$ cat src/design/emr_pkg.sv
// Constants, field layouts and carrier types for the extended mode register block
package emr_pkg;
  // ----------------------------------------------------------------
  // Command decode and register selection
  // ----------------------------------------------------------------
  localparam int EMR_ADDR_W = 16;
  localparam int EMR_REG_W = 13;
  localparam logic [2:0] EMR_BA_EXT1 = 3'h1;
  localparam logic [2:0] EMR_BA_EXT2 = 3'h2;
  localparam logic [1:0] EMR_BA_SEL_MASK = 2'h3;
  // ----------------------------------------------------------------
  // Field positions of the first and second extended registers
  // ----------------------------------------------------------------
  localparam int EMR_DLL_DIS_POS = 0;
  localparam int EMR_DRIVE_POS = 1;
  localparam int EMR_TERM_LO_POS = 2;
  localparam int EMR_AL_LSB = 3;
  localparam int EMR_AL_W = 3;
  localparam int EMR_TERM_HI_POS = 6;
  localparam int EMR_OCD_LSB = 7;
  localparam int EMR_OCD_W = 3;
  localparam int EMR_COMP_DIS_POS = 10;
  localparam int EMR_RDQS_EN_POS = 11;
  localparam int EMR_OUT_DIS_POS = 12;
  localparam int EMR_REFRESH_POS = 7;
  localparam logic [EMR_REG_W-1:0] EMR_EXT1_RESET = 13'h0000;
  localparam logic [EMR_REG_W-1:0] EMR_EXT2_RESET = 13'h0000;
  // ----------------------------------------------------------------
  // Latency and timing
  // ----------------------------------------------------------------
  localparam logic [2:0] EMR_AL_MAX = 3'h6;
  localparam int EMR_AL_DEPTH = 6;
  localparam logic [2:0] EMR_CL_RESET = 3'h3;
  localparam int EMR_LAT_W = 4;
  localparam int EMR_DLL_LOCK_CLOCKS = 200;
  localparam int EMR_LOCK_CNT_W = 8;
  // ----------------------------------------------------------------
  // Register map on the software bus
  // ----------------------------------------------------------------
  localparam logic [3:0] EMR_OFF_EXT1 = 4'h0;
  localparam logic [3:0] EMR_OFF_EXT2 = 4'h4;
  localparam logic [3:0] EMR_OFF_CTRL = 4'h8;
  localparam logic [3:0] EMR_OFF_STAT = 4'hc;
  localparam logic [1:0] EMR_RESP_OKAY = 2'h0;
  localparam logic [1:0] EMR_RESP_SLVERR = 2'h2;
  // ----------------------------------------------------------------
  // Types
  // ----------------------------------------------------------------
  typedef enum logic [1:0] {EMR_RTT_OFF, EMR_RTT_75, EMR_RTT_150, EMR_RTT_50} emr_rtt_e;
  typedef struct packed {
    logic dll_enable;
    logic drive_reduced;
    emr_rtt_e rtt;
    logic [EMR_AL_W-1:0] additive_latency;
    logic [EMR_OCD_W-1:0] ocd;
    logic comp_strobe_en;
    logic redundant_strobe_en;
    logic output_en;
    logic refresh_fast;
  } emr_fields_s;
  typedef struct packed {
    logic dq_oe;
    logic dqs_oe;
    logic dqs_comp_oe;
    logic rdqs_oe;
    logic rdqs_comp_oe;
  } emr_strobe_oe_s;
endpackage : emr_pkg

$ cat src/design/emr_top.sv
// Extended mode registers of the memory device with software readback
//
// How it works
// - Registers load only on load-mode command and hold otherwise.
// - DLL follows disable bit; controller keeps DLL on at init.
// - DLL turns off in self refresh, re-enables and resets on exit.
// - Drive bit zero gives full strength, one gives reduced strength.
// - Complementary strobe disable bit one makes the strobe single-ended.
// - Redundant complementary strobe needs redundant enable and complement enabled.
// - On x8, redundant strobe copies data strobe on reads, ignored on writes.
// - Output disable bit one clears all data and strobe output enables; rdqs_o is not gated by it.
// - Termination chosen from two select bits; all four combinations decoded, 11 as 50.
// - Termination follows ODT input only in active or power-down states.
// - Additive latency from three-bit field, zero to six clocks.
// - Read or write accepted early and delayed by additive latency.
// - Read latency is additive plus CAS; write latency one less.
// - Second register refresh-rate bit selects faster refresh.
// - Bank address one-zero pattern 01 selects the first register.
// - Bank address pattern 10 selects the second register.
`timescale 1ns/10ps
`default_nettype none
module emr_top
  import emr_pkg::*;
(
  input wire logic core_clk_i,
  input wire logic resetn_i,
  // Command and address bus, sampled on the device clock
  input wire logic cmd_cs_n_i,
  input wire logic cmd_ras_n_i,
  input wire logic cmd_cas_n_i,
  input wire logic cmd_we_n_i,
  input wire logic [2:0] bank_addr_i,
  input wire logic [emr_pkg::EMR_ADDR_W-1:0] addr_i,
  // Device state and strobe sources
  input wire logic self_refresh_i,
  input wire logic odt_i,
  input wire logic odt_state_ok_i,
  input wire logic org_x8_i,
  input wire logic read_drive_i,
  input wire logic dqs_i,
  // AXI4-Lite slave
  input wire logic [3:0] s_axi_awaddr,
  input wire logic s_axi_awvalid,
  output logic s_axi_awready,
  input wire logic [31:0] s_axi_wdata,
  input wire logic [3:0] s_axi_wstrb,
  input wire logic s_axi_wvalid,
  output logic s_axi_wready,
  output logic [1:0] s_axi_bresp,
  output logic s_axi_bvalid,
  input wire logic s_axi_bready,
  input wire logic [3:0] s_axi_araddr,
  input wire logic s_axi_arvalid,
  output logic s_axi_arready,
  output logic [31:0] s_axi_rdata,
  output logic [1:0] s_axi_rresp,
  output logic s_axi_rvalid,
  input wire logic s_axi_rready,
  // Decoded settings and strobe controls
  output var emr_pkg::emr_fields_s fields_o,
  output var emr_pkg::emr_strobe_oe_s strobe_oe_o,
  output logic rdqs_o,
  output logic odt_on_o,
  output logic dll_reset_o,
  output logic dll_locked_o,
  output logic [emr_pkg::EMR_LAT_W-1:0] read_latency_o,
  output logic [emr_pkg::EMR_LAT_W-1:0] write_latency_o,
  output logic rw_issue_o,
  output logic rw_issue_write_o
);
  // ----------------------------------------------------------------
  // Reset release and command decode
  // ----------------------------------------------------------------
  localparam logic [EMR_LOCK_CNT_W-1:0] LOCK_LAST = EMR_LOCK_CNT_W'(EMR_DLL_LOCK_CLOCKS - 1);
  typedef enum logic [1:0] {DLL_OFF, DLL_LOCKING, DLL_LOCKED} emr_dll_e;

  logic [1:0] rst_sync_reg;
  logic rst_n;
  logic [EMR_REG_W-1:0] ext1_reg;
  logic [EMR_REG_W-1:0] ext2_reg;
  logic [2:0] cl_reg;
  logic sr_reg;
  emr_dll_e dll_state_reg;
  logic [EMR_LOCK_CNT_W-1:0] lock_cnt_reg;
  logic [EMR_AL_DEPTH-1:0] rw_pipe_reg;
  logic [EMR_AL_DEPTH-1:0] wr_pipe_reg;
  wire logic cmd_sel = !cmd_cs_n_i;
  wire logic load_cmd = cmd_sel && !cmd_ras_n_i && !cmd_cas_n_i && !cmd_we_n_i;
  wire logic rw_cmd = cmd_sel && cmd_ras_n_i && !cmd_cas_n_i;
  wire logic load_ext1 = load_cmd && (bank_addr_i[1:0] == EMR_BA_EXT1[1:0]);
  wire logic load_ext2 = load_cmd && (bank_addr_i[1:0] == EMR_BA_EXT2[1:0]);

  // Two-stage reset release
  always_ff @(posedge core_clk_i or negedge resetn_i) begin
    if (!resetn_i) begin
      rst_sync_reg <= 2'h0;
    end else begin
      rst_sync_reg <= {rst_sync_reg[0], 1'b1};
    end
  end
  assign rst_n = rst_sync_reg[1];

  // ----------------------------------------------------------------
  // Mode register storage
  // ----------------------------------------------------------------
  // load only on command
  always_ff @(posedge core_clk_i or negedge rst_n) begin
    if (!rst_n) begin
      ext1_reg <= EMR_EXT1_RESET;
      ext2_reg <= EMR_EXT2_RESET;
    end else begin
      if (load_ext1) begin
        ext1_reg <= addr_i[EMR_REG_W-1:0];
      end
      if (load_ext2) begin
        ext2_reg <= addr_i[EMR_REG_W-1:0];
      end
    end
  end

  // ----------------------------------------------------------------
  // Field decode
  // ----------------------------------------------------------------
  // termination pair decode
  function automatic emr_rtt_e rtt_decode(input logic hi, input logic lo);
    rtt_decode = emr_rtt_e'({hi, lo});
  endfunction : rtt_decode

  wire logic [EMR_AL_W-1:0] al_raw = ext1_reg[EMR_AL_LSB +: EMR_AL_W];
  wire logic [EMR_AL_W-1:0] al_val = (al_raw > EMR_AL_MAX) ? EMR_AL_MAX : al_raw;
  wire logic dll_bit_on = !ext1_reg[EMR_DLL_DIS_POS];
  wire logic comp_en = !ext1_reg[EMR_COMP_DIS_POS];
  wire logic rdqs_en = ext1_reg[EMR_RDQS_EN_POS] && org_x8_i;
  wire logic out_en = !ext1_reg[EMR_OUT_DIS_POS];

  // Settings presented to the rest of the device
  // DLL enable from DLL state, not the control bit alone
  assign fields_o.dll_enable = (dll_state_reg != DLL_OFF);
  assign fields_o.drive_reduced = ext1_reg[EMR_DRIVE_POS];
  assign fields_o.rtt = rtt_decode(ext1_reg[EMR_TERM_HI_POS], ext1_reg[EMR_TERM_LO_POS]);
  assign fields_o.additive_latency = al_val;
  assign fields_o.ocd = ext1_reg[EMR_OCD_LSB +: EMR_OCD_W];
  assign fields_o.comp_strobe_en = comp_en;
  assign fields_o.redundant_strobe_en = rdqs_en;
  assign fields_o.output_en = out_en;
  assign fields_o.refresh_fast = ext2_reg[EMR_REFRESH_POS];

  // ----------------------------------------------------------------
  // Output enables and termination
  // ----------------------------------------------------------------
  // output disable
  assign strobe_oe_o.dq_oe = read_drive_i && out_en;
  assign strobe_oe_o.dqs_oe = read_drive_i && out_en;
  assign strobe_oe_o.dqs_comp_oe = read_drive_i && out_en && comp_en;
  assign strobe_oe_o.rdqs_oe = read_drive_i && out_en && rdqs_en;
  assign strobe_oe_o.rdqs_comp_oe = read_drive_i && out_en && rdqs_en && comp_en;
  assign rdqs_o = dqs_i && rdqs_en && read_drive_i;

  assign odt_on_o = (fields_o.rtt != EMR_RTT_OFF) && odt_i && odt_state_ok_i && !self_refresh_i;

  // ----------------------------------------------------------------
  // DLL control
  // ----------------------------------------------------------------
  // self refresh stops DLL, exit resets it
  wire logic sr_exit = sr_reg && !self_refresh_i;
  wire logic dll_enabling = (load_ext1 && !addr_i[EMR_DLL_DIS_POS] && !dll_bit_on) || (sr_exit && dll_bit_on);

  always_ff @(posedge core_clk_i or negedge rst_n) begin
    if (!rst_n) begin
      sr_reg <= 1'b0;
      dll_reset_o <= 1'b0;
    end else begin
      sr_reg <= self_refresh_i;
      dll_reset_o <= dll_enabling;
    end
  end

  // DLL state and 200-clock lock count
  always_ff @(posedge core_clk_i or negedge rst_n) begin
    if (!rst_n) begin
      dll_state_reg <= DLL_LOCKING;
      lock_cnt_reg <= '0;
    end else begin
      case (dll_state_reg)
        DLL_OFF: begin
          if (dll_enabling) begin
            dll_state_reg <= DLL_LOCKING;
            lock_cnt_reg <= '0;
          end
        end
        DLL_LOCKING, DLL_LOCKED: begin
          if (self_refresh_i || !dll_bit_on) begin
            dll_state_reg <= DLL_OFF;
          end else if (dll_state_reg == DLL_LOCKING && lock_cnt_reg == LOCK_LAST) begin
            dll_state_reg <= DLL_LOCKED;
          end else begin
            lock_cnt_reg <= lock_cnt_reg + 1'b1;
          end
        end
        default: dll_state_reg <= DLL_OFF;
      endcase
    end
  end
  assign dll_locked_o = (dll_state_reg == DLL_LOCKED);

  // ----------------------------------------------------------------
  // Latencies and posted command delay
  // ----------------------------------------------------------------
  // read and write latency
  assign read_latency_o = EMR_LAT_W'(al_val) + EMR_LAT_W'(cl_reg);
  assign write_latency_o = read_latency_o - 1'b1;

  always_ff @(posedge core_clk_i or negedge rst_n) begin
    if (!rst_n) begin
      rw_pipe_reg <= '0;
      wr_pipe_reg <= '0;
    end else begin
      rw_pipe_reg <= {rw_pipe_reg[EMR_AL_DEPTH-2:0], rw_cmd};
      wr_pipe_reg <= {wr_pipe_reg[EMR_AL_DEPTH-2:0], rw_cmd && !cmd_we_n_i};
    end
  end
  wire logic [EMR_AL_W-1:0] tap = al_val - 1'b1;
  assign rw_issue_o = (al_val == '0) ? rw_cmd : rw_pipe_reg[tap];
  assign rw_issue_write_o = (al_val == '0) ? (rw_cmd && !cmd_we_n_i) : wr_pipe_reg[tap];

  // ----------------------------------------------------------------
  // AXI4-Lite slave
  // ----------------------------------------------------------------
  logic aw_held_reg;
  logic w_held_reg;
  logic [3:0] aw_addr_reg;
  logic [31:0] w_data_reg;
  logic [3:0] w_strb_reg;
  assign s_axi_awready = !aw_held_reg && !s_axi_bvalid;
  assign s_axi_wready = !w_held_reg && !s_axi_bvalid;
  assign s_axi_arready = !s_axi_rvalid;
  wire logic aw_have = aw_held_reg || (s_axi_awvalid && s_axi_awready);
  wire logic w_have = w_held_reg || (s_axi_wvalid && s_axi_wready);
  wire logic [3:0] wr_addr = aw_held_reg ? aw_addr_reg : s_axi_awaddr;
  wire logic [31:0] wr_data = w_held_reg ? w_data_reg : s_axi_wdata;
  wire logic [3:0] wr_strb = w_held_reg ? w_strb_reg : s_axi_wstrb;
  wire logic wr_fire = aw_have && w_have && !s_axi_bvalid;
  wire logic wr_ctrl = wr_fire && (wr_addr == EMR_OFF_CTRL);
  wire logic wr_known = (wr_addr == EMR_OFF_EXT1) || (wr_addr == EMR_OFF_EXT2) || (wr_addr == EMR_OFF_STAT);
  wire logic [31:0] stat_word = {28'h000_0000, odt_on_o, self_refresh_i, dll_locked_o, fields_o.dll_enable};
  wire logic rd_known = (s_axi_araddr[1:0] == 2'h0);
  logic [31:0] rd_word;
  always_comb begin
    case (s_axi_araddr)
      EMR_OFF_EXT1: rd_word = {19'h0_0000, ext1_reg};
      EMR_OFF_EXT2: rd_word = {19'h0_0000, ext2_reg};
      EMR_OFF_CTRL: rd_word = {29'h000_0000, cl_reg};
      EMR_OFF_STAT: rd_word = stat_word;
      default: rd_word = 32'h0000_0000;
    endcase
  end

  // Write channel capture, control register and response
  always_ff @(posedge core_clk_i or negedge rst_n) begin
    if (!rst_n) begin
      aw_held_reg <= 1'b0;
      w_held_reg <= 1'b0;
      aw_addr_reg <= 4'h0;
      w_data_reg <= 32'h0000_0000;
      w_strb_reg <= 4'h0;
      s_axi_bvalid <= 1'b0;
      s_axi_bresp <= EMR_RESP_OKAY;
      cl_reg <= EMR_CL_RESET;
    end else begin
      if (s_axi_bvalid && s_axi_bready) begin
        s_axi_bvalid <= 1'b0;
      end
      if (wr_fire) begin
        aw_held_reg <= 1'b0;
        w_held_reg <= 1'b0;
        s_axi_bvalid <= 1'b1;
        s_axi_bresp <= (wr_ctrl || wr_known) ? EMR_RESP_OKAY : EMR_RESP_SLVERR;
      end else begin
        if (s_axi_awvalid && s_axi_awready) begin
          aw_held_reg <= 1'b1;
          aw_addr_reg <= s_axi_awaddr;
        end
        if (s_axi_wvalid && s_axi_wready) begin
          w_held_reg <= 1'b1;
          w_data_reg <= s_axi_wdata;
          w_strb_reg <= s_axi_wstrb;
        end
      end
      if (wr_ctrl && wr_strb[0]) begin
        cl_reg <= wr_data[2:0];
      end
    end
  end

  // Read response
  always_ff @(posedge core_clk_i or negedge rst_n) begin
    if (!rst_n) begin
      s_axi_rvalid <= 1'b0;
      s_axi_rdata <= 32'h0000_0000;
      s_axi_rresp <= EMR_RESP_OKAY;
    end else if (s_axi_arvalid && s_axi_arready) begin
      s_axi_rvalid <= 1'b1;
      s_axi_rdata <= rd_known ? rd_word : 32'h0000_0000;
      s_axi_rresp <= rd_known ? EMR_RESP_OKAY : EMR_RESP_SLVERR;
    end else if (s_axi_rready) begin
      s_axi_rvalid <= 1'b0;
    end
  end
endmodule : emr_top
`default_nettype wire

$ cat config.mk
export PLATFORM = sky130hd
export DESIGN_NAME = emr_top
export DESIGN_NICKNAME = d
export VERILOG_FILES = /design/src/design/emr_pkg.sv /design/src/design/emr_top.sv
export SDC_FILE = /design/constraint.sdc
export NUM_CORES = 1
export LEC_CHECK = 0
export CELL_PAD_IN_SITES_DETAIL_PLACEMENT = 1
export CELL_PAD_IN_SITES_GLOBAL_PLACEMENT = 1
export CORE_ASPECT_RATIO = 0.8
export CORE_MARGIN = 8
export CORE_UTILIZATION = 43
export DETAILED_ROUTE_END_ITERATION = 16
export DONT_BUFFER_PORTS = 1
export PLACE_DENSITY = 0.84
export SETUP_SLACK_MARGIN = 0.3
export SLEW_MARGIN = 20
export SYNTH_ARGS = -nofsm -noshare
export SYNTH_HDL_FRONTEND = slang
export SYNTH_SLANG_ARGS = --single-unit
$ cat constraint.sdc
create_clock -name core_clk_i -period 2.5 [get_ports core_clk_i]
set_input_delay 0 -clock core_clk_i [delete_from_list [all_inputs] [get_ports core_clk_i]]
set_output_delay 0 -clock core_clk_i [all_outputs]
set_load 0.03 [all_outputs]
==> results of run 1 <==
-- logic make-up after synthesis --
group                    Yosys count
AND/OR/NAND/NOR                   93
flip-flops                        82
AO/OA/AOI/OAI                     67
buffers and inverters             66
multiplexers                      47
adder cells (fa/ha/maj)           10
XOR/XNOR                           3
other                              2
-- layer usage --
metal  vias up  wire, um
met1      1510      4622
met3        13       771
li1       1357         -
met5         -         0
met4         0       123
met2        81      5828
-- cell usage after synthesis, drive strengths merged (4+ instances only) --
master | instances | share of area (%)
nand3 | 4 | 0.48
o21ai | 23 | 2.8
nor2 | 19 | 1.7
buf | 39 | 6.8
mux4 | 5 | 2.7
a22o | 5 | 1.1
nor3b | 4 | 0.84
mux2 | 34 | 9.2
nor4 | 4 | 1.1
inv | 17 | 1.5
a22oi | 9 | 1.6
a21oi | 8 | 0.96
ha | 9 | 2.7
nor3 | 8 | 1.1
dfrtp | 79 | 47
mux2i | 8 | 1.9
nand2 | 33 | 3.0
clkbuf | 10 | 0.90
-- cell type report --
type                    instances  area, sq um  share of cell area [%]
flip-flops and latches         82         2059                   40.26
multi-input cells             242         1913                   37.40
repair buffers                 69        638.1                   12.48
clock buffers                   9        225.2                   4.403
well taps                     119        148.9                   2.911
inverters                      17        67.56                   1.321
clock inverters                 7        62.56                   1.223
-- final timing paths --
kind                       slack, ns                 end        startpoint
max                             0.34  write_latency_o[3]       ext1_reg[4]
min                             0.01      s_axi_rdata[1]   s_axi_araddr[3]
max reg2reg                     0.34     lock_cnt_reg[3]  dll_state_reg[0]
min reg2reg                     0.35      rw_pipe_reg[1]   rst_sync_reg[1]
max in group asynchronous       1.79           cl_reg[0]   rst_sync_reg[1]
min in group asynchronous       0.35      rw_pipe_reg[1]   rst_sync_reg[1]
-- per-stage QoR --
stage	cell area, sq um	setup slack (ns)	total power, W
after floorplan	4295	0.2294	0.003607
after global placement	4314	0.1817	0.004001
after detailed placement	4314	0.07461	0.004086
after CTS	5056	0.2759	0.005561
after global routing	5115	0.2523	0.006003
final	5115	0.3362	0.005684
-- critical path, cell delays in order, from the launching register on --
cell      delay (ns)
dfrtp_1         0.42
a21boi_4        0.19
ha_4            0.16
fa_2            0.49
nor3_4          0.25
xor2_2          0.16
buf_6           0.15
-- where the power goes --
part	total [W]	switching (W)	internal, W
Clock	0.00127	0.000582	0.000691
Combinational	0.00237	0.00137	0.00100
Sequential	0.00205	0.000425	0.00162
Total	0.00568	0.00237	0.00331
-- what timing repair did --
item / 4_1_cts / 5_1_grt
endpoints found under the hold margin: 53 / 0
gates resized for setup: 7 / 9
buffers inserted: 2 / 3
pin swaps: 2 / 5
hold buffers: 40 / 0
endpoints found under the setup margin: 11 / 10
==> results.toml, run 1 <==
[detailed_routing]
detail-route-antenna-nets = 0
first_pass_iters = 4
vias = 2961
avgViaCountPerCell = 5.433
drt_iter0_markers = 106
wl_per_cell_um = 20.82
remaining_drc_errors = 0
routed_wirelength_mm = 11.35

[grt]
global_route.overflow_total = 0
top_usage_layer = "met2"
via_count_of_the_first_global_routing_pass = 3393
grtUsageMet2_pct = 31.10
grt.met1_usage_pct = 20.66
fraction_of_met3_tracks_used_by_global_routing_pct = 6.967
antenna_violations_before_repair = 0
pin_count_of_the_biggest_net_entering_global_routing = 81
grt_usage_pct = 18.03
grt_pass1_wl_mm = 18.84

[clock_tree]
tritoncts = "done"
cts_htree_levels = 3
cts.reportedPaths.clkPinSlew_ns = 0.07
clock-sinks = 82
clockRootBuffer = "clkbuf_16"
cts-buffers-inserted = 9
insertion_delay_ns = 0.34
cts.path.max_buffers = 2

[die]
die_outline_area_sq_um = 13120
io-pin-count = 154
placeableCoreArea_sq_um = 9529
rows = 32
die_width_um = 126.1
die-height_um = 104.1
start_util_pct = 43.75

[critical_path]
timing.reg2reg.worst_path_depth = 7
worst-setup-path-type = "reg -> out"
crit_required_ns = 2.50
critPathArrivalTime_ns = 2.16
critPathMaxFanout = 3
worstSetupStartpointType = "flip-flop"
worstSetupEndpointType = "primary output"

[sta]
finalCritPeriodShare_pct = 86.55
rsz0062_at_grt = "yes"
final.setup_skew_ns = 0.005052
tightestPinTransition_ns = 0.7825
finalHoldViolations = 0
final_max_slew_viol_count = 0
timing.max_slew.rel_slack_pct = 47.68
worst_hold_slack_ns = 0.01173
setup_viol = 0
achievable-frequency_mhz = 462.1
finalSetupTns_ns = 0
final.min_clock_period_ns = 2.164

[final_layout]
layout.cells.most_common_list = "dfrtp_1, dlygate4sd3_1, mux2_2"
final_core_utilization_pct = 53.68
commonest_non_fill_non_tap_cell_in_the_layout = "dfrtp_1"
area.growth.synth_to_final_pct = 22.69
diode_insertion_count_for_antenna_repair = 0
final_net_count = 511
layout.cells.non_filler = 545
layout.filler_cells = 974
drive_above_1_share_pct = 27.00

[synthesis]
ys_seq_area_share_pct = 49.31
synth-edff-count = 0
synthFlopType = "dfrtp_1"
postSynth.asyncResetShare_pct = 100.0
synth-compound-area-share_pct = 11.28
synth-simple-area-share_pct = 12.33
post_synth_inst_count = 370
post_synth_mux_area_share_pct = 13.81
synthesis.area_per_instance_sq_um = 11.27
synthAdderAreaFrac_pct = 3.181
synth_warnings = 0
netlist_area_before_placement_sq_um = 4169
synth_xor_xnor_area_share_pct = 0.6303
ys_types = 65
post_synthesis_register_bit_count = 82
dominant_combinational_cell_family_by_area_after_synthesis = "multiplexers"

[placed_design]
port_buffers = 0
number_of_instances_in_the_placed_design = 484
place_congestion = 0.8229
detailed_place_hpwl_mm = 7.838

[worst_hold_path]
timing.hold.worst_path_depth = 2
worstHoldPathType = "in -> reg"

[flow_run]
maxcap_viol_count = 0

[power]
power_per_cell_area_nw_per_um2 = 1111
worst_ir_drop_vdd_mv = 0.7258
power.leakage_nw = 2.308

[outcome]
outcome = "complete, no violations"
No activity file was read; power rests on OpenSTA's default activity.
==> run 2: changes to the inputs <==
Settings changed: ABC_AREA set to 1, CORE_UTILIZATION 43 to 41, PLACE_DENSITY 0.84 to 0.85.
==> results.toml, run 2 <==
[outcome]
outcome = "complete, no violations"

[synthesis]
synth_most_common_cell = "nand2_1"
ys_types = 31
synth_area_leader_cell = "dfrtp_1"
synthTopCellsByArea = "dfrtp_1, nand2_1, inv_1, buf_4, o21ai_0"
synthesis.area_per_instance_sq_um = 7.945
synth_warnings = 0
synth-edff-count = 0
ys_seq_area_share_pct = 48.37
synth.cells.most_frequent = "nand2_1, dfrtp_1, inv_1, o21ai_0, nand3_1"
post_synth_inst_count = 535
synth.top_cell.area_share_pct = 46.51
netlist_area_before_placement_sq_um = 4250
postSynth.asyncResetShare_pct = 100.0
post_synthesis_register_bit_count = 82
synthFlopType = "dfrtp_1"

[clock_tree]
insertion_delay_ns = 0.34
cts.reportedPaths.clkPinSlew_ns = 0.06
cts-buffers-inserted = 9
cts_htree_levels = 3
cts.path.max_buffers = 2
clockRootBuffer = "clkbuf_16"
tritoncts = "done"
clock-sinks = 82

[placed_design]
detailed_place_hpwl_mm = 9.068
place_congestion = 0.8157
port_buffers = 0
number_of_instances_in_the_placed_design = 671

[grt]
antenna_violations_before_repair = 0
grt_usage_pct = 19.56
pin_count_of_the_biggest_net_entering_global_routing = 81
fraction_of_met3_tracks_used_by_global_routing_pct = 5.804
grt.met1_usage_pct = 21.89
top_usage_layer = "met2"
global_route.overflow_total = 0
via_count_of_the_first_global_routing_pass = 4109
grtUsageMet2_pct = 34.03
grt_pass1_wl_mm = 21.20

[sta]
finalSetupTns_ns = 0
timing.max_slew.rel_slack_pct = 33.18
setup_viol = 0
final_max_slew_viol_count = 0
finalCritPeriodShare_pct = 88.20
worst_hold_slack_ns = 0.03278
finalHoldViolations = 0
final.min_clock_period_ns = 2.205
rsz0062_at_grt = "yes"
tightestPinTransition_ns = 0.9947
final.setup_skew_ns = 0.007143
achievable-frequency_mhz = 453.5

[die]
start_util_pct = 41.85
rows = 33
die_outline_area_sq_um = 13900
placeableCoreArea_sq_um = 10160
die_width_um = 129.8
die-height_um = 107.1
io-pin-count = 154

[detailed_routing]
drt_iter0_markers = 236
first_pass_iters = 4
vias = 3687
detail-route-antenna-nets = 0
remaining_drc_errors = 0
avgViaCountPerCell = 5.065
routed_wirelength_mm = 13.08
wl_per_cell_um = 17.96

[critical_path]
critPathArrivalTime_ns = 2.21
crit_required_ns = 2.50
path_cells = "a21oi_4, ha_4, fa_1, buf_4, nor3_4, xor2_2, buf_6"
slowest_delay_ns = 0.44
worst-setup-path-type = "reg -> out"
worstSetupEndpointType = "primary output"
worst-r2r-setup-slack_ns = 0.46
reg2reg_to = "lock_cnt_reg[6]"
critical_path.slowest_cell = "fa_1"
worstSetupStartpointType = "flip-flop"
critPathMaxFanout = 2
timing.rr.start = "dll_state_reg[0]"
timing.reg2reg.worst_path_depth = 9

[worst_hold_path]
worst_hold_startpoint = "s_axi_wvalid"
worstHoldPathType = "in -> reg"
min_to = "w_data_reg[2]"
timing.hold.worst_path_depth = 2

[final_layout]
drive_above_1_share_pct = 10.71
commonest_non_fill_non_tap_cell_in_the_layout = "nand2_1"
layout.cells.non_filler = 728
layout.cells.most_common_list = "nand2_1, dfrtp_1, inv_1"
diode_insertion_count_for_antenna_repair = 0
final_net_count = 673
area.growth.synth_to_final_pct = 20.81

[power]
worst_ir_drop_vdd_mv = 0.3527
power.leakage_nw = 2.649
power_per_cell_area_nw_per_um2 = 1000

[flow_run]
maxcap_viol_count = 0
run 2: cell types whose count changed after synthesis, moves of 7 or more:
cell     change
a22oi_1      -8
inv_1       +59
mux2_2      -34
mux2i_1      -8
nand2_1    +129
nand3_1     +33
nor2_1      +11
o21ai_0     +26
o21ai_2      +7
run 2: through the flow:
| stage | setup WS, ns | power, W | utilization, % | area (sq um) |
|---|---|---|---|---|
| final | 0.2950 | 0.005137 | 50.55 | 5135 |
| after global routing | 0.2287 | 0.005419 | 50.55 | 5135 |
| after CTS | 0.3048 | 0.005126 | 50.48 | 5127 |
| after detailed placement | 0.4989 | 0.003558 | 43.11 | 4379 |
| after global placement | 0.5605 | 0.003462 | 43.11 | 4379 |
| after floorplan | 0.2215 | 0.003130 | - | 4360 |
run 2: cell families (layout without fill, tap and decap cells):
| kind of cell | count (synthesis) | after routing | share of synthesized area, % |
|---|---|---|---|
| buffers and inverters | 120 | 153 | 14.19 |
| flip-flops | 82 | 82 | 48.37 |
| AO/OA/AOI/OAI | 74 | 74 | 10.04 |
| AND/OR/NAND/NOR | 244 | 244 | 23.49 |
| other | 2 | 22 | 0.1767 |
| adder cells (fa/ha/maj) | 10 | 10 | 3.120 |
| XOR/XNOR | 3 | 3 | 0.6183 |
run 2: metal layers:
metal / routed length, um / vias to the layer above
li1: - / 1708
met1: 5197 / 1828
met3: 944 / 28
met2: 6563 / 123
met5: 0 / -
met4: 373 / 0
run 2: worst max path at each step:
stage | from | to | slack, ns
final | ext1_reg[5] | write_latency_o[3] | 0.29
after global routing | ext1_reg[4] | write_latency_o[3] | 0.23
after CTS | ext1_reg[5] | write_latency_o[3] | 0.30
after detailed placement | ext1_reg[3] | write_latency_o[3] | 0.50
after global placement | ext1_reg[3] | write_latency_o[3] | 0.56
after floorplan | ext1_reg[4] | write_latency_o[3] | 0.22
run 2: critical path: cells and delay by family, from the launching register on:
kind / cells / cell delay, ns
AOI/OAI and AO/OA: 1 / 0.20
xor gates and xnor gates: 1 / 0.16
adders and majority gates: 2 / 0.61
buffers and inverters: 2 / 0.32
DFF: 1 / 0.41
and+or+nand+nor: 1 / 0.18
run 2: power by group:
| part | total (W) | leakage [nW] | switching (W) | internal, W |
|---|---|---|---|---|
| Clock | 0.00142 | 0.156 | 0.000521 | 0.000899 |
| Sequential | 0.00191 | 1.03 | 0.000334 | 0.00157 |
| Combinational | 0.00181 | 1.46 | 0.00124 | 0.000567 |
run 2: final cells by class:
class | instances | area [sq um]
fill | 1216 | 5022
sequential | 82 | 2059
multi-input combinational | 353 | 1728
timing repair buffer | 60 | 563.0
inverter | 77 | 289.0
clock buffer | 11 | 242.7
tap | 140 | 175.2
clock inverter | 5 | 77.57
run 2: timing repair:
action / 4_1_cts / 5_1_grt
endpoints found under the hold margin: 54 / 0
gates resized for setup: 6 / 2
pin swaps: 1 / 0
setup buffers: 4 / 0
hold buffers: 37 / 0
setup endpoints to repair: 3 / 2
